### src/post_code_map.svh
// constants for the progress-code display decoder
`ifndef POST_CODE_MAP_SVH
`define POST_CODE_MAP_SVH
`define PORT_LOW_PRIMARY 16'h0080
`define PORT_HIGH_PRIMARY 16'h0084
`define PORT_LOW_ALT 16'h0090
`define PORT_HIGH_ALT 16'h0094
`define PCI_CMD_IO_WRITE 4'h3
`define LPC_START 4'h0
`define LPC_CYC_IO_WRITE 4'h2
`define SEG_BLANK 7'h00
`endif

### src/post_code_pkg.sv
// types for the progress-code display decoder
package post_code_pkg;
   typedef struct packed {
      logic frameN;
      logic [31:0] ad;
      logic [3:0] cbeN;
      logic irdyN;
      logic trdyN;
   } pci_pins_t;
   typedef struct packed {
      logic frameN;
      logic [3:0] lad;
   } lpc_pins_t;
   typedef struct packed {
      logic [6:0] seg;
      logic dp;
   } digit_t;
   typedef enum {LPC_IDLE, LPC_CYC, LPC_A3, LPC_A2, LPC_A1, LPC_A0, LPC_D0, LPC_D1} lpc_state_t;
endpackage : post_code_pkg

### src/post_code_display_decoder.sv
// progress-code capture and seven-segment display
//
// Operation
// RL1 - catch host I/O writes to chosen ports, show them on four digits
// RL2 - keep the last captured code shown until a newer write arrives
// RL3 - digit one dot shows system reset, digit two dot shows PCI frame
// RL4 - source switch on takes PCI codes, off takes LPC codes
// RL5 - address switch on decodes 80h/84h, off decodes 90h/94h
// RL6 - host firmware writes progress codes as I/O writes, normally port 80h
// RL7 - each byte shown as two hex digits; low port first pair, high second
`include "post_code_map.svh"
module post_code_display_decoder
   import post_code_pkg::*;
(
   input wire logic sys_clk,
   input wire logic srst,
   input wire pci_pins_t pciPins,
   input wire lpc_pins_t lpcPins,
   input wire logic postSourceSwitch,
   input wire logic postAddrSwitch,
   input wire logic systemResetInN,
   output digit_t firstCodeDigit,
   output digit_t secondCodeDigit,
   output digit_t thirdCodeDigit,
   output digit_t lastCodeDigit
);
   // ---------------------------------------------------------------
   // input synchronisers
   // ---------------------------------------------------------------
   // sampled as ordinary inputs; a code needs the bus to dwell long enough
   // per phase, so this suits slow or stretched buses only
   localparam int SW = $bits(pci_pins_t) + $bits(lpc_pins_t) + 3;
   logic [SW-1:0] meta_q, sync_q, meta_d, sync_d;
   pci_pins_t pci;
   lpc_pins_t lpc;
   logic srcPci, addrPrimary, rstInN;
   always_comb begin
      meta_d = {pciPins, lpcPins, postSourceSwitch, postAddrSwitch, systemResetInN};
      sync_d = meta_q;
      {pci, lpc, srcPci, addrPrimary, rstInN} = sync_q;
   end
   always_ff @(posedge sys_clk) begin
      if (srst) begin
         // restart at the idle pin levels (lines pulled up, switches at default)
         // so no false frame edge or lit reset dot follows srst
         meta_q <= '1;
         sync_q <= '1;
      end else begin
         meta_q <= meta_d;
         sync_q <= sync_d;
      end
   end

   // ---------------------------------------------------------------
   // address decode
   // ---------------------------------------------------------------
   // returns 2'b01 for the low port, 2'b10 for the high port
   function automatic logic [1:0] portHit(input logic [15:0] a, input logic prim);
      logic [15:0] lo, hi;
      lo = prim ? `PORT_LOW_PRIMARY : `PORT_LOW_ALT;
      hi = prim ? `PORT_HIGH_PRIMARY : `PORT_HIGH_ALT;
      portHit = {a == hi, a == lo};
   endfunction : portHit

   // ---------------------------------------------------------------
   // PCI snoop
   // ---------------------------------------------------------------
   logic pciFramePrev_q, pciFramePrev_d;
   logic [1:0] pciHit_q, pciHit_d;
   logic [1:0] pciWr;
   logic [7:0] pciByte;
   always_comb begin
      pciFramePrev_d = pci.frameN;
      pciHit_d = pciHit_q;
      pciWr = 2'b00;
      pciByte = pci.ad[7:0];
      if (pciFramePrev_q && !pci.frameN) begin
         // i/o space is 32 bits wide; a nonzero upper half is an alias, not our port
         pciHit_d = (pci.cbeN == `PCI_CMD_IO_WRITE && pci.ad[31:16] == 16'h0000)
            ? portHit(pci.ad[15:0], addrPrimary) : 2'b00; // RL5
      end
      if (!pci.irdyN && !pci.trdyN && pciHit_q != 2'b00) begin
         // both ports sit in byte lane 0, so the code is always ad[7:0]
         pciWr = pci.cbeN[0] ? 2'b00 : pciHit_q; // RL1
         // one data phase per address is taken; bursts are not decoded
         pciHit_d = 2'b00;
      end
   end
   always_ff @(posedge sys_clk) begin
      if (srst) begin
         pciFramePrev_q <= 1'b1;
         pciHit_q <= 2'b00;
      end else begin
         pciFramePrev_q <= pciFramePrev_d;
         pciHit_q <= pciHit_d;
      end
   end

   // ---------------------------------------------------------------
   // LPC snoop
   // ---------------------------------------------------------------
   lpc_state_t lpcState_q, lpcState_d;
   logic [15:0] lpcAddr_q, lpcAddr_d;
   logic [3:0] lpcLow_q, lpcLow_d;
   logic [1:0] lpcWr;
   logic [7:0] lpcByte;
   always_comb begin
      lpcState_d = lpcState_q;
      lpcAddr_d = lpcAddr_q;
      lpcLow_d = lpcLow_q;
      lpcWr = 2'b00;
      lpcByte = {lpc.lad, lpcLow_q};
      if (!lpc.frameN) begin
         // frame low restarts any cycle, also an abort
         lpcState_d = (lpc.lad == `LPC_START) ? LPC_CYC : LPC_IDLE;
      end else begin
         case (lpcState_q)
            LPC_IDLE: lpcState_d = LPC_IDLE;
            LPC_CYC: lpcState_d = (lpc.lad[3:1] == `LPC_CYC_IO_WRITE >> 1 && !lpc.lad[0])
                                  ? LPC_A3 : LPC_IDLE;
            LPC_A3: begin
               lpcAddr_d[15:12] = lpc.lad;
               lpcState_d = LPC_A2;
            end
            LPC_A2: begin
               lpcAddr_d[11:8] = lpc.lad;
               lpcState_d = LPC_A1;
            end
            LPC_A1: begin
               lpcAddr_d[7:4] = lpc.lad;
               lpcState_d = LPC_A0;
            end
            LPC_A0: begin
               lpcAddr_d[3:0] = lpc.lad;
               lpcState_d = LPC_D0;
            end
            LPC_D0: begin
               lpcLow_d = lpc.lad;
               lpcState_d = LPC_D1;
            end
            LPC_D1: begin
               // high nibble is still on lad, so the byte is judged in this cycle
               lpcWr = portHit(lpcAddr_q, addrPrimary); // RL5
               lpcState_d = LPC_IDLE;
            end
            default: lpcState_d = LPC_IDLE;
         endcase
      end
   end
   always_ff @(posedge sys_clk) begin
      if (srst) begin
         lpcState_q <= LPC_IDLE;
         lpcAddr_q <= 16'h0000;
         lpcLow_q <= 4'h0;
      end else begin
         lpcState_q <= lpcState_d;
         lpcAddr_q <= lpcAddr_d;
         lpcLow_q <= lpcLow_d;
      end
   end

   // ---------------------------------------------------------------
   // captured codes and display
   // ---------------------------------------------------------------
   function automatic logic [6:0] hexSeg(input logic [3:0] n);
      case (n)
         4'h0: hexSeg = 7'h3f;
         4'h1: hexSeg = 7'h06;
         4'h2: hexSeg = 7'h5b;
         4'h3: hexSeg = 7'h4f;
         4'h4: hexSeg = 7'h66;
         4'h5: hexSeg = 7'h6d;
         4'h6: hexSeg = 7'h7d;
         4'h7: hexSeg = 7'h07;
         4'h8: hexSeg = 7'h7f;
         4'h9: hexSeg = 7'h6f;
         4'ha: hexSeg = 7'h77;
         4'hb: hexSeg = 7'h7c;
         4'hc: hexSeg = 7'h39;
         4'hd: hexSeg = 7'h5e;
         4'he: hexSeg = 7'h79;
         4'hf: hexSeg = 7'h71;
         default: hexSeg = `SEG_BLANK;
      endcase
   endfunction : hexSeg

   logic [7:0] codeLow_q, codeLow_d, codeHigh_q, codeHigh_d;
   logic [1:0] wr;
   logic [7:0] wrByte;
   digit_t d0_d, d1_d, d2_d, d3_d;
   always_comb begin
      // both buses are snooped all the time; only the chosen one may write
      wr = srcPci ? pciWr : lpcWr; // RL4
      wrByte = srcPci ? pciByte : lpcByte; // RL4
      codeLow_d = wr[0] ? wrByte : codeLow_q; // RL1 RL2
      codeHigh_d = wr[1] ? wrByte : codeHigh_q; // RL1 RL2
      d0_d = '{seg: hexSeg(codeLow_q[7:4]), dp: !rstInN}; // RL7 RL3
      d1_d = '{seg: hexSeg(codeLow_q[3:0]), dp: !pci.frameN}; // RL7 RL3
      // the upper pair has no indicator of its own, so its dots stay dark
      d2_d = '{seg: hexSeg(codeHigh_q[7:4]), dp: 1'b0}; // RL7
      d3_d = '{seg: hexSeg(codeHigh_q[3:0]), dp: 1'b0}; // RL7
   end
   always_ff @(posedge sys_clk) begin
      if (srst) begin
         codeLow_q <= 8'h00;
         codeHigh_q <= 8'h00;
         firstCodeDigit <= '0;
         secondCodeDigit <= '0;
         thirdCodeDigit <= '0;
         lastCodeDigit <= '0;
      end else begin
         codeLow_q <= codeLow_d;
         codeHigh_q <= codeHigh_d;
         // digits come straight from flops so the segment lines never glitch
         firstCodeDigit <= d0_d;
         secondCodeDigit <= d1_d;
         thirdCodeDigit <= d2_d;
         lastCodeDigit <= d3_d;
      end
   end
endmodule : post_code_display_decoder

### config.mk
export PLATFORM = sky130hd
export DESIGN_NAME = post_code_display_decoder
export DESIGN_NICKNAME = d
export VERILOG_FILES = /design/src/post_code_pkg.sv /design/src/post_code_display_decoder.sv
export VERILOG_INCLUDE_DIRS = /design/src
export SDC_FILE = /design/constraint.sdc
export NUM_CORES = 1
export LEC_CHECK = 0
export CAP_MARGIN = 5
export CORE_MARGIN = 5
export CORE_UTILIZATION = 47
export CTS_BUF_LIST = sky130_fd_sc_hd__clkbuf_16
export CTS_CLUSTER_DIAMETER = 150
export DETAILED_ROUTE_END_ITERATION = 16
export DONT_BUFFER_PORTS = 1
export GPL_ROUTABILITY_DRIVEN = 0
export HOLD_SLACK_MARGIN = 0.03
export PLACE_DENSITY = 0.6
export RECOVER_POWER = 25
export SYNTH_ARGS = -nofsm -noshare
export SYNTH_HDL_FRONTEND = slang
export SYNTH_SLANG_ARGS = --single-unit
### constraint.sdc
create_clock -name sys_clk -period 2.35 [get_ports sys_clk]
set_clock_uncertainty 0.1 [all_clocks]
set_input_delay 0.5875 -clock sys_clk [delete_from_list [all_inputs] [get_ports sys_clk]]
set_output_delay 0.5875 -clock sys_clk [all_outputs]
set_load 0.05 [all_outputs]
==> impl_metrics.csv <==
group,metric,value,unit
synth,synth_ff_type,"dfxtp_1",
sta,rsz0062_at_grt,"false",
placement,port_buffers,0,
placement,dpl.hpwl,6900,um
synth,syn_area,0.006116,sq mm
global_route,antenna_found_initial,0,
placement,post-place-ws,238.8,ps
power_and_ir_drop,combPwrFrac,1.9,%
min_path,worstHoldPathType,"in -> reg",
die,dieArea,0.01539,sq mm
global_route,grt_max_degree,172,
sta,slew_headroom,66.24,%
power_and_ir_drop,powerDensity,836.7,mW/mm^2
cts,root_buffer,"clkbuf_16",
cts,htreeDepth,4,
synth,yosysUniqueCellTypes,40,
cts,clk_latency,420,ps
cts,cts_tree,"done",
global_route,grt_pass1_wl,16620,um
min_path,hold-path-cell-count,1,
power_and_ir_drop,clockPowerShare,44.5,%
cts,cts.repair.resized,0,
critical_path,path_buf_inv,0,
critical_path,crit_cells,4,
power_and_ir_drop,seqPwrFrac,53.6,%
job,drv_cap,0,
synth,synth_area_per_cell,10.30,sq um
die,ioPinCount,81,
layout,utilization,53.30,%
layout,nNetsFinal,658,
critical_path,critPathArrivalTime,2330,ps
route,route.met3.wl,516,um
critical_path,critPathCaptureType,"flop",
critical_path,ff2ff_path_depth,4,
route,drt-met1-wl,4842,um
synth,ys_seq_area_share,54.34,%
sta,finalCritPeriodShare,90.42,%
die,chipHeight,124.1,um
route,wl_per_cell,13.15,um
cts,cts_hold_buf,0,
global_route,grt_pass1_vias,3434,
route,totalWireLength,10080,um
critical_path,critPathMaxStageDelay,570,ps
placement,dpl_cell_area,0.006206,sq mm
route,via_per_inst,4.781,
min_path,hold_start,"srst",
cts,clk_pin_slew_worst_paths,60,ps
route,initialDrtViolationCount,155,
critical_path,r2r_setup_slack,230,ps
synth,yosysTopAreaCell,"dfxtp_1",
status,status,"finished, final reports clean",
cts,cts.sinks,166,
power_and_ir_drop,p_sw,1.300,mW
layout,area_growth,10.43,%
critical_path,slowest_stage,"o41a_1",
sta,post-route-min-period,2125,ps
global_route,grt-ovfl-total,0,
critical_path,startpoint_type,"flop",
die,rows,41,
critical_path,cp_max_fo,9,
critical_path,crit_family,"compound AO/OA/AOI/OAI gates",
sta,hold_viol_final,0,
route,firstDrtPassIters,4,
route,route.detailed.drc,0,
cts,postCtsSetupRepairBufs,0,
cts,clockBufferDepth,2,
critical_path,crit_chain,"nor4bb_1 > nand4_1 > o41a_1 > mux2_2",
layout,antenna_cells,0,
layout,stdcell_count,766,
die,dieWidth,124.1,um
power_and_ir_drop,switching_share,23.00,%
critical_path,r2r_end,"codeLow_q[5]",
global_route,grt_use_total,13.92,%
layout,layout_commonest_cell,"dfxtp_1",
power_and_ir_drop,p_leak,2.848,nW
die,start_util,48.27,%
synth,synth_top_area_share,54.34,%
synth,async_reset_ff_share,0,%
synth,ys_top_cells_by_area,"dfxtp_1, or2_2, ha_1",
sta,slew_violations,0,
synth,synth-edff-count,0,
sta,finalSetupViolCount,0,
sta,tns,0,ps
synth,ys_ff_latch,166,
sta,tightest_slew,505.7,ps
synth,syn_inst,594,
placement,place_inst,734,
cts,cts_buffers,17,
route,met2WireLength,4627,um
power_and_ir_drop,p_int,4.352,mW
critical_path,crit_type,"reg -> reg",
power_and_ir_drop,vdd_drop_max,0.0004784,V
route,top_layer,"met4",
route,vias,3662,
min_path,min_to,"secondCodeDigit[2]",
synth,ys_warn_count,0,
route,postRouteAntennaNets,0,
sta,fmax,0.4706,GHz
die,core_area,0.01267,sq mm
layout,drive_gt1_share,25.25,%
critical_path,worstPathRequired,2550,ps
layout,final_cell_area,0.006754,sq mm
layout,final_cell_mix,"dfxtp_1, or2_2, nor2_1",
sta,setup_ws,225.2,ps
critical_path,reg2reg_from,"lpcState_q[2]",
-- stage by stage --
stage,hold WS (ps),power [mW]
floorplan,268.2,3.207
global placement,270.0,3.202
detailed placement,284.6,3.205
CTS,127.0,5.737
global route,118.1,5.860
finish,156.1,5.651
-- synth_stat cells (2+ instances only) --
cell type and n:
ha_1 28, nor3_1 6, or4_1 2, clkbuf_1 30, inv_1 17, nor4bb_1 2
or2_2 96, o21ai_0 6, mux2_2 16, a311oi_1 3, dfxtp_1 166, nor2b_1 16
xor2_1 2, buf_1 2, buf_4 3, mux2i_1 31, nand2_1 29, mux4_2 2
a21oi_1 13, nand2b_1 5, and2_1 2, nand4b_1 2, nor4b_1 2, o32ai_1 2
nor2_1 69, nand4_1 3, a221oi_1 6, o41ai_1 2, nor4_1 8, a211oi_1 13
-- sequential cells by signal, indices dropped and copies added (netlist names) --
register	count
firstCodeDigit	8
codeLow_q	8
lpcAddr_q	16
meta_q	47
codeHigh_q	8
lpcLow_q	4
thirdCodeDigit	7
lastCodeDigit	7
pciHit_q	2
pciFramePrev_q	1
secondCodeDigit	8
sync_q	47
lpcState_q	3
-- routing by layer --
layer / vias to the layer above / track usage [%]
met5: - / 0
met2: 76 / 21.93
met1: 1654 / 17.68
met3: 6 / 4.587
li1: 1926 / -
met4: 0 / 5.544
-- power by group through the flow --
stage | logic, mW | registers, mW | clock network [mW]
2_1_floorplan | 0.130 | 3.08 | 0
3_5_place_dp | 0.110 | 3.10 | 0
3_3_place_gp | 0.109 | 3.09 | 0
4_1_cts | 0.110 | 3.03 | 2.60
5_1_grt | 0.121 | 3.04 | 2.70
6_report | 0.107 | 3.03 | 2.51
-- worst max path at each step --
stage	end	slack, ps	start
after global routing	codeLow_q[1]	70	lpcState_q[2]
after detailed placement	codeLow_q[5]	240	lpcState_q[2]
after CTS	codeLow_q[5]	220	lpcState_q[2]
after floorplan	codeHigh_q[0]	380	lpcState_q[2]
final	codeLow_q[5]	230	lpcState_q[2]
after global placement	codeHigh_q[1]	280	lpcState_q[2]
-- cell type report --
class	count	area [sq um]
Multi-Input combinational cell	375	2574
Clock buffer	17	425.4
Timing Repair Buffer	4	30.03
Tap cell	172	215.2
Sequential cell	166	3323
Inverter	17	63.81
Clock inverter	15	122.6
Fill cell	1150	5917
-- logic make-up (layout without fill, tap and decap cells) --
kind of cell	count (synthesis)	in the layout	synth area share, %
AO/OA/AOI/OAI	49	49	5.872
other	1	2	0.06132
AND/OR/NAND/NOR	244	244	21.17
buffers and inverters	54	53	3.642
flip-flops	166	166	54.34
XOR/XNOR	3	3	0.4297
multiplexers	49	49	8.756
adder cells (fa/ha/maj)	28	28	5.728
No activity file was read; power rests on OpenSTA's default activity.
